File: config.mk
export PLATFORM = sky130hd
export DESIGN_NAME = odsp_port
export DESIGN_NICKNAME = d
export VERILOG_FILES = /design/src/odsp_pkg.sv /design/src/odsp_sync.sv /design/src/odsp_port.sv
export VERILOG_INCLUDE_DIRS = /design/src
export SDC_FILE = /design/constraint.sdc
export NUM_CORES = 1
export LEC_CHECK = 0
export ABC_CLOCK_PERIOD_IN_PS = 4590
export BUFFER_PORTS_ARGS = -buffer_cell sky130_fd_sc_hd__buf_2
export CAP_MARGIN = 40
export CORE_MARGIN = 1
export CORE_UTILIZATION = 31
export CTS_CLUSTER_SIZE = 25
export DETAILED_ROUTE_END_ITERATION = 16
export GPL_TIMING_DRIVEN = 0
export PLACE_DENSITY = 0.5
export SLEW_MARGIN = 25
export SYNTH_ARGS = -nofsm -noshare
export SYNTH_HDL_FRONTEND = slang
export SYNTH_SLANG_ARGS = --single-unit
export TNS_END_PERCENT = 50
File: constraint.sdc
create_clock -name aclk -period 4.59 [get_ports aclk]
set_input_delay 0.2295 -clock aclk [delete_from_list [all_inputs] [get_ports aclk]]
set_output_delay 0.2295 -clock aclk [all_outputs]
set_load 0.02 [all_outputs]
File: src/odsp_defines.svh
/*
 * Constants of the octal converter serial write port: register offsets,
 * field positions, reset values, command nibbles and edge counts.
 * Assumes inclusion by bare name from the main module only.
 */
// Function
// - A complete frame is sixteen falling edges
// - Shift data in on each falling edge
// - Sixteenth falling edge captures the last bit
// - Rising sync after complete frame executes command
// - Sync rising before edge fifteen aborts the write
// - Sync held past seventeen passes bits out
// - Chains shift multiples of sixteen, one execute
// - Codes are straight binary 0 to 4095
// - Channels A-D low reference, E-H high
// - Eight 12-bit registers, mode decides output update
// - Bit 15 clear: channel 14:12, code 11:0
// - Reset register-only; 1000 register-only, 1001 write-through
// - Output low 14 edges, high 15th, then data
// - 1010 updates all; 1011 writes A, updates all
`ifndef ODSP_DEFINES_SVH
`define ODSP_DEFINES_SVH

// Register byte offsets
`define ODSP_OFF_CONTROL   8'h00
`define ODSP_OFF_STATUS    8'h04
`define ODSP_OFF_HELD_BASE 8'h20
`define ODSP_OFF_OUT_BASE  8'h40

// Control and status fields
`define ODSP_CTRL_EN_BIT   0
`define ODSP_CTRL_EN_RST   1'b1
`define ODSP_MODE_RST      1'b0

// Command word fields and nibbles
`define ODSP_CMD_REG_ONLY  4'h8
`define ODSP_CMD_WR_THRU   4'h9
`define ODSP_CMD_UPD_ALL   4'ha
`define ODSP_CMD_CHAN_A    4'hb

// Falling edge counts within a frame
`define ODSP_EDGE_LOW_LAST 5'h0e
`define ODSP_EDGE_ABORT    5'h0f
`define ODSP_EDGE_FULL     5'h10

// AXI responses
`define ODSP_RESP_OKAY     2'h0
`define ODSP_RESP_SLVERR   2'h2
`define ODSP_RESP_DECERR   2'h3

`endif

File: src/odsp_pkg.sv
/*
 * Types of the octal converter serial write port.
 * Assumes odsp_defines.svh is reachable by bare name.
 */
package odsp_pkg;

	// Link sequencer states
	typedef enum logic [0:0] {
		LINK_IDLE,
		LINK_FRAME
	} odsp_link_t;

	// Whole state of the main module
	typedef struct packed {
		odsp_link_t        link;
		logic              sclk_q;
		logic [15:0]       shreg;
		logic [4:0]        edges;
		logic [3:0]        pos;
		logic              dout;
		logic              wt_mode;
		logic [7:0][11:0]  held;
		logic [7:0][11:0]  outc;
		logic [15:0]       last_cmd;
		logic [7:0]        aborts;
		logic              link_en;
		logic              aw_have;
		logic              w_have;
		logic [7:0]        awaddr;
		logic [31:0]       wdata;
		logic [3:0]        wstrb;
		logic              bvalid;
		logic [1:0]        bresp;
		logic              rvalid;
		logic [1:0]        rresp;
		logic [31:0]       rdata;
	} odsp_state_t;

	// State of the pin synchroniser
	typedef struct packed {
		logic [2:0] s1;
		logic [2:0] s2;
	} odsp_sync_t;

endpackage : odsp_pkg

File: src/odsp_sync.sv
/*
 * Two-flop synchroniser for the three link pins.
 * Assumes pins are asynchronous to aclk; reset values match idle but for the clock, which resets low.
 */
`timescale 1ns/1ns
module odsp_sync
	import odsp_pkg::*;
(
	// Clock and reset
	input  wire logic       aclk,
	input  wire logic       aresetn,
	// Raw pins and synchronised copies
	input  wire logic [2:0] pins,
	output logic      [2:0] pins_s
);

	odsp_sync_t st_reg;
	odsp_sync_t st_next;

	// First stage feeds only the second
	always_comb begin
		st_next    = st_reg;
		st_next.s1 = pins;
		st_next.s2 = st_reg.s1;
	end

	// Reset values: clock low, sync high, data low
	always_ff @(posedge aclk) begin
		if (!aresetn) begin
			st_reg <= {3'h2, 3'h2};
		end else begin
			st_reg <= st_next;
		end
	end

	assign pins_s = st_reg.s2;

endmodule : odsp_sync

File: src/odsp_port.sv
/*
 * Octal 12-bit converter serial write port with daisy-chain output and an
 * AXI4-Lite register view. Pins are sampled by aclk, which must run well
 * above the serial clock so each serial level is seen for several cycles.
 */
`timescale 1ns/1ns
`include "odsp_defines.svh"
module odsp_port
	import odsp_pkg::*;
(
	// Clock and reset
	input  wire logic         aclk,
	input  wire logic         aresetn,
	// Serial link pins
	input  wire logic         sclk,
	input  wire logic         sync_n,
	input  wire logic         din,
	output logic              dout,
	// Converter codes, low group uses reference_group_low
	output logic [47:0]       group_low_codes,
	output logic [47:0]       group_high_codes,
	output logic              write_through_mode,
	// AXI4-Lite write channels
	input  wire logic [7:0]   s_axi_awaddr,
	input  wire logic         s_axi_awvalid,
	output logic              s_axi_awready,
	input  wire logic [31:0]  s_axi_wdata,
	input  wire logic [3:0]   s_axi_wstrb,
	input  wire logic         s_axi_wvalid,
	output logic              s_axi_wready,
	output logic [1:0]        s_axi_bresp,
	output logic              s_axi_bvalid,
	input  wire logic         s_axi_bready,
	// AXI4-Lite read channels
	input  wire logic [7:0]   s_axi_araddr,
	input  wire logic         s_axi_arvalid,
	output logic              s_axi_arready,
	output logic [31:0]       s_axi_rdata,
	output logic [1:0]        s_axi_rresp,
	output logic              s_axi_rvalid,
	input  wire logic         s_axi_rready
);

	odsp_state_t st_reg;
	odsp_state_t st_next;
	logic [2:0]  pins_s;
	logic        sclk_s;
	logic        sync_n_s;
	logic        din_s;
	logic        fall;
	logic        frame_end;
	logic        frame_ok;
	logic [2:0]  cmd_chan;
	logic [11:0] cmd_code;
	logic [3:0]  cmd_nib;

	// Channel word decode, shared by held and output views
	function automatic logic odsp_chan_hit(input logic [7:0] a, input logic [7:0] base);
		odsp_chan_hit = (a[7:5] == base[7:5]) && (a[1:0] == 2'h0);
	endfunction : odsp_chan_hit

	// Pins cross into aclk through two flops
	odsp_sync u_sync (
		.aclk    (aclk),
		.aresetn (aresetn),
		.pins    ({sclk, sync_n, din}),
		.pins_s  (pins_s)
	);

	assign sclk_s   = pins_s[2];
	assign sync_n_s = pins_s[1];
	assign din_s    = pins_s[0];

	// Link events seen from the synchronised pins
	assign fall      = st_reg.sclk_q & ~sclk_s;
	assign frame_end = (st_reg.link == LINK_FRAME) && sync_n_s;
	assign frame_ok  = (st_reg.edges >= `ODSP_EDGE_FULL) && (st_reg.pos == 4'h0);
	assign cmd_nib   = st_reg.shreg[15:12];
	assign cmd_chan  = st_reg.shreg[14:12];
	assign cmd_code  = st_reg.shreg[11:0];

	// Next-state logic for link, command execution and the bus slave
	always_comb begin
		st_next        = st_reg;
		st_next.sclk_q = sclk_s;
		case (st_reg.link)
			LINK_IDLE: begin
				// Edges in the cycle sync drops are not counted
				if (!sync_n_s && st_reg.link_en) begin
					st_next.link  = LINK_FRAME;
					st_next.edges = 5'h00;
					st_next.pos   = 4'h0;
					st_next.dout  = 1'b0;
				end
			end
			LINK_FRAME: begin
				if (sync_n_s) begin
					st_next.link = LINK_IDLE;
					st_next.dout = 1'b0;
					if (frame_ok) begin
						// Last sixteen bits are this device's command
						st_next.last_cmd = st_reg.shreg;
						if (!st_reg.shreg[15]) begin
							st_next.held[cmd_chan] = cmd_code;
							if (st_reg.wt_mode) begin
								st_next.outc[cmd_chan] = cmd_code;
							end
						end else begin
							case (cmd_nib)
								`ODSP_CMD_REG_ONLY: st_next.wt_mode = 1'b0;
								`ODSP_CMD_WR_THRU:  st_next.wt_mode = 1'b1;
								`ODSP_CMD_UPD_ALL:  st_next.outc    = st_reg.held;
								`ODSP_CMD_CHAN_A: begin
									st_next.held    = st_reg.held;
									st_next.held[0] = cmd_code;
									st_next.outc    = st_reg.held;
									st_next.outc[0] = cmd_code;
								end
								// Power-down and other commands are not modelled
								default: st_next.wt_mode = st_reg.wt_mode;
							endcase
						end
					end else begin
						// Short or ragged frame: bits dropped, state kept
						st_next.aborts = st_reg.aborts + 8'h01;
					end
				end else if (fall) begin
					st_next.shreg = {st_reg.shreg[14:0], din_s};
					st_next.pos   = st_reg.pos + 4'h1;
					if (st_reg.edges != `ODSP_EDGE_FULL) begin
						st_next.edges = st_reg.edges + 5'h01;
					end
					// Chain output: low, marker high, then delayed input
					if (st_reg.edges < `ODSP_EDGE_LOW_LAST) begin
						st_next.dout = 1'b0;
					end else if (st_reg.edges == `ODSP_EDGE_LOW_LAST) begin
						st_next.dout = 1'b1;
					end else begin
						st_next.dout = st_reg.shreg[14];
					end
				end
			end
			default: st_next.link = LINK_IDLE;
		endcase

		// Write address and data may arrive in either order
		if (s_axi_awvalid && s_axi_awready) begin
			st_next.aw_have = 1'b1;
			st_next.awaddr  = s_axi_awaddr;
		end
		if (s_axi_wvalid && s_axi_wready) begin
			st_next.w_have = 1'b1;
			st_next.wdata  = s_axi_wdata;
			st_next.wstrb  = s_axi_wstrb;
		end
		if (st_reg.aw_have && st_reg.w_have) begin
			st_next.aw_have = 1'b0;
			st_next.w_have  = 1'b0;
			st_next.bvalid  = 1'b1;
			if (st_reg.awaddr == `ODSP_OFF_CONTROL) begin
				st_next.bresp = `ODSP_RESP_OKAY;
				if (st_reg.wstrb[0]) begin
					st_next.link_en = st_reg.wdata[`ODSP_CTRL_EN_BIT];
				end
			end else if (st_reg.awaddr == `ODSP_OFF_STATUS
				|| odsp_chan_hit(st_reg.awaddr, `ODSP_OFF_HELD_BASE)
				|| odsp_chan_hit(st_reg.awaddr, `ODSP_OFF_OUT_BASE)) begin
				// Codes change only through the serial link
				st_next.bresp = `ODSP_RESP_SLVERR;
			end else begin
				st_next.bresp = `ODSP_RESP_DECERR;
			end
		end
		if (st_reg.bvalid && s_axi_bready) begin
			st_next.bvalid = 1'b0;
		end

		// Reads answer one cycle after the address is taken
		if (s_axi_arvalid && s_axi_arready) begin
			st_next.rvalid = 1'b1;
			st_next.rresp  = `ODSP_RESP_OKAY;
			st_next.rdata  = 32'h00000000;
			if (s_axi_araddr == `ODSP_OFF_CONTROL) begin
				st_next.rdata[`ODSP_CTRL_EN_BIT] = st_reg.link_en;
			end else if (s_axi_araddr == `ODSP_OFF_STATUS) begin
				st_next.rdata = {st_reg.last_cmd, st_reg.aborts, 6'h00,
					st_reg.link == LINK_FRAME, st_reg.wt_mode};
			end else if (odsp_chan_hit(s_axi_araddr, `ODSP_OFF_HELD_BASE)) begin
				st_next.rdata[11:0] = st_reg.held[s_axi_araddr[4:2]];
			end else if (odsp_chan_hit(s_axi_araddr, `ODSP_OFF_OUT_BASE)) begin
				st_next.rdata[11:0] = st_reg.outc[s_axi_araddr[4:2]];
			end else begin
				st_next.rresp = `ODSP_RESP_DECERR;
			end
		end
		if (st_reg.rvalid && s_axi_rready) begin
			st_next.rvalid = 1'b0;
		end
	end

	// Synchronous reset; powers up in register-only mode, codes zero
	always_ff @(posedge aclk) begin
		if (!aresetn) begin
			st_reg         <= '0;
			st_reg.sclk_q  <= 1'b0;
			st_reg.link_en <= `ODSP_CTRL_EN_RST;
			st_reg.wt_mode <= `ODSP_MODE_RST;
		end else begin
			st_reg <= st_next;
		end
	end

	// Handshakes are combinational, data straight from flops
	assign s_axi_awready      = !st_reg.aw_have && !st_reg.bvalid;
	assign s_axi_wready       = !st_reg.w_have && !st_reg.bvalid;
	assign s_axi_bvalid       = st_reg.bvalid;
	assign s_axi_bresp        = st_reg.bresp;
	assign s_axi_arready      = !st_reg.rvalid;
	assign s_axi_rvalid       = st_reg.rvalid;
	assign s_axi_rdata        = st_reg.rdata;
	assign s_axi_rresp        = st_reg.rresp;
	assign dout               = st_reg.dout;
	assign write_through_mode = st_reg.wt_mode;
	// Channels A-D scale on the low reference, E-H on the high one
	assign group_low_codes    = st_reg.outc[3:0];
	assign group_high_codes   = st_reg.outc[7:4];
endmodule : odsp_port

==> impl_metrics.tcl <==
set metrics [dict create \
    rrSetupSlack_ns 1.80 \
    vias 12600 \
    fin_util_pct 37.9 \
    io_pins 201 \
    areaGrowthSynthToFinish_pct 20.6 \
    syn_area_mm2 0.0146 \
    clk_pin_slew_ns 0.06 \
    cts_root_buf "clkbuf_16" \
    cts_num_sinks 301 \
    htreeDepth 2 \
    grt.busiest_layer "met2" \
    finalCritPeriodShare_pct 60.7 \
    hold_violations 0 \
    cts_tree "yes" \
    globalplace.congestion 0.937 \
    finalSetupViolations 0 \
    overflow 0 \
    hold_path.class "primary input to flop" \
    die_y_um 219 \
    grt_setup_unrepaired "false" \
    core_mm2 0.0465 \
    period_needed_ns 2.79 \
    critPathRequiredTime_ns 4.97 \
    skew_ns 0.0134 \
    antenna_cells 0 \
    num_rows 79 \
    arrival_ns 3.17 \
    max_freq_mhz 359 \
    max_cap_viol_count 0 \
    drv_slew 0 \
    grt_pass1_vias 12100 \
    placed_cells 2338 \
    synth_edf_count 0 \
    cpPeakStageDelay_ns 0.76 \
    syn_avg_cell_area_um2 9.32 \
    dieArea_mm2 0.0479 \
    drive_above_1_share_pct 25.9 \
    hp-start "s_axi_araddr[6]" \
    wl_per_cell_um 22.3 \
    slowest_stage "a2111oi_0" \
    grt_use_met3_pct 3.37 \
    yosysSeqAreaShare_pct 41.3 \
    worst_r2r_startpoint "cmd_nib[3]$_SDFFE_PN0P_" \
    nNetsFinal 1853 \
    tightest_slew_ns 0.887 \
    antenna_found_initial 1 \
    ys_async_sr_fraction_pct 0 \
    fin_cells 2418 \
    syn_inst 1566 \
    synth_ff_type "dfxtp_1" \
    synth_area_leaders "dfxtp_1 (41%), mux2i_1 (9.3%), buf_4 (7.3%)" \
    yosysTopAreaCellShare_pct 41.3 \
    p_leak_nw 6.92 \
    clk_latency_ns 0.53 \
    worst_r2r_path_depth 6 \
    grt_max_degree 14 \
    start_util_pct 31.4 \
    p_total_mw 5.89 \
    drc_errors 0 \
    drt_first_pass_iters 7 \
    start_kind "flop" \
    whs_path_depth 4 \
    yosys.area.top_type "dfxtp_1" \
    fill_cells 4794 \
    relSlewSlack_pct 40.9 \
    use_met1_pct 30.4 \
    critPathLaunch "cmd_nib[3]$_SDFFE_PN0P_" \
    synth_warnings 0 \
    vias_per_cell 5.20 \
    cp_max_fo 10 \
    crit_chain "buf_6 -> clkbuf_1 -> buf_1 -> nor2b_1 -> a2111oi_0 -> nor3_1" \
    ir_worst_vdd_mv 0.203 \
    die_width_um 219 \
    grt_usage_pct 22.3 \
    largest_reg_flops 144 \
    dp_hpwl_um 41200 \
    cp-end-kind "flop" \
    routed_wl_um 54000 \
    criticalPathCategory "flop to flop" \
    yosysUniqueCellTypes 60 \
    ctsLongestPathBuffers 3 \
    numCtsBuffers 35 \
    power_density_mw_per_mm2 334 \
    fin_tns_setup_ns 0 \
    grt_use_met2_pct 36.5 \
    port_buffers 163 \
    drt-initial-drc-count 1023 \
    synth-seq-cells 301 \
    cts_resized 0 \
    outcome "finished clean" \
    ant_nets 0 \
    grt_pass1_wl_um 79300 \
    syn-num-nets 1633 \
]
==> per-layer routing <==
layer / vias to the layer above / wire length [um]
li1: 5880 / -
met1: 6177 / 24500
met2: 430 / 25200
met3: 74 / 3170
met4: 2 / 1160
met5: - / 12
==> layout make-up <==
class,count,area [um2],share of cell area (%)
buffer,263,1580,8.96
clock buffer,52,1070,6.09
clock inverter,10,159,0.903
inverter,14,52.6,0.299
multi-input combinational,988,6940,39.4
sequential,301,6030,34.2
tap,607,759,4.32
timing repair buffer,183,1020,5.77
==> Yosys cell counts, types with 6 or more instances <==
cell type,number
o311a_1,12
o22ai_1,7
xnor2_1,6
nand2b_1,17
dfxtp_1,301
a21oi_1,131
inv_1,13
a211oi_1,55
a31oi_1,6
a211oi_2,8
nand4_1,11
mux2i_1,136
a21o_1,10
buf_2,22
nor3_1,48
nand2_1,118
buf_4,142
and2_1,11
a2111oi_0,24
a22oi_1,21
o21ai_0,15
nand3_1,9
nor2b_1,16
mux4_2,46
nor2_1,214
clkbuf_1,86
buf_1,9
==> cell families after synthesis <==
| family | after synthesis | share of synthesized area (%) |
|---|---|---|
| adder cells (fa/ha/maj) | 5 | 0.429 |
| XOR/XNOR | 7 | 0.420 |
| buffers and inverters | 277 | 11.2 |
| multiplexers | 186 | 16.7 |
| flip-flops | 301 | 41.3 |
| AND/OR/NAND/NOR | 478 | 15.0 |
| AO/OA/AOI/OAI | 312 | 14.9 |
==> power by group <==
group	switching, mW	internal, mW
logic	0.171	0.0798
registers	0.0103	2.63
clock network	1.15	1.84
total	1.34	4.55
==> worst max-delay path: cells and delay by family (launching register included) <==
family | cells | cell delay (ns)
buffers and inverters | 3 | 1.16
DFF | 1 | 0.32
and+or+nand+nor | 2 | 0.40
AOI/OAI and AO/OA | 1 | 0.76
==> metrics by stage <==
step	hold WS [ns]	worst slack, ns	instance area [um2]
floorplan	0.331	2.58	14600
global placement	0.395	1.92	16200
detailed placement	0.392	1.89	16200
CTS	0.137	1.87	17600
global route	0.168	1.63	17600
finish	0.148	1.80	17600
==> cells in the final DEF (no fill, tap or decap), types with 13 or more instances in the layout <==
| cell type | count |
|---|---|
| dlygate4sd3_1 | 15 |
| a2111oi_0 | 24 |
| a22oi_1 | 21 |
| mux4_2 | 46 |
| mux2i_1 | 136 |
| clkbuf_1 | 92 |
| nand2_1 | 118 |
| nor3_1 | 48 |
| nor2_1 | 214 |
| a21oi_1 | 131 |
| clkbuf_16 | 37 |
| nor2b_1 | 16 |
| buf_2 | 185 |
| nand2b_1 | 17 |
| a211oi_1 | 55 |
| buf_4 | 142 |
| inv_1 | 13 |
| o21ai_0 | 15 |
| dfxtp_1 | 301 |
==> final timing paths <==
kind                                            end
setup / recovery  group_high_codes[17]$_SDFFE_PN0P_
hold / removal          s_axi_rresp[0]$_SDFFE_PN0P_
setup reg to reg  group_high_codes[17]$_SDFFE_PN0P_
hold reg to reg         u_sync.pins_s[1]$_SDFF_PN1_
==> what timing repair did <==
action | CTS | global route
hold buffers | 15 | 0
setup buffers | 0 | 0
hold endpoints to repair | 15 | 0
Power figures use the tool's default switching activity.
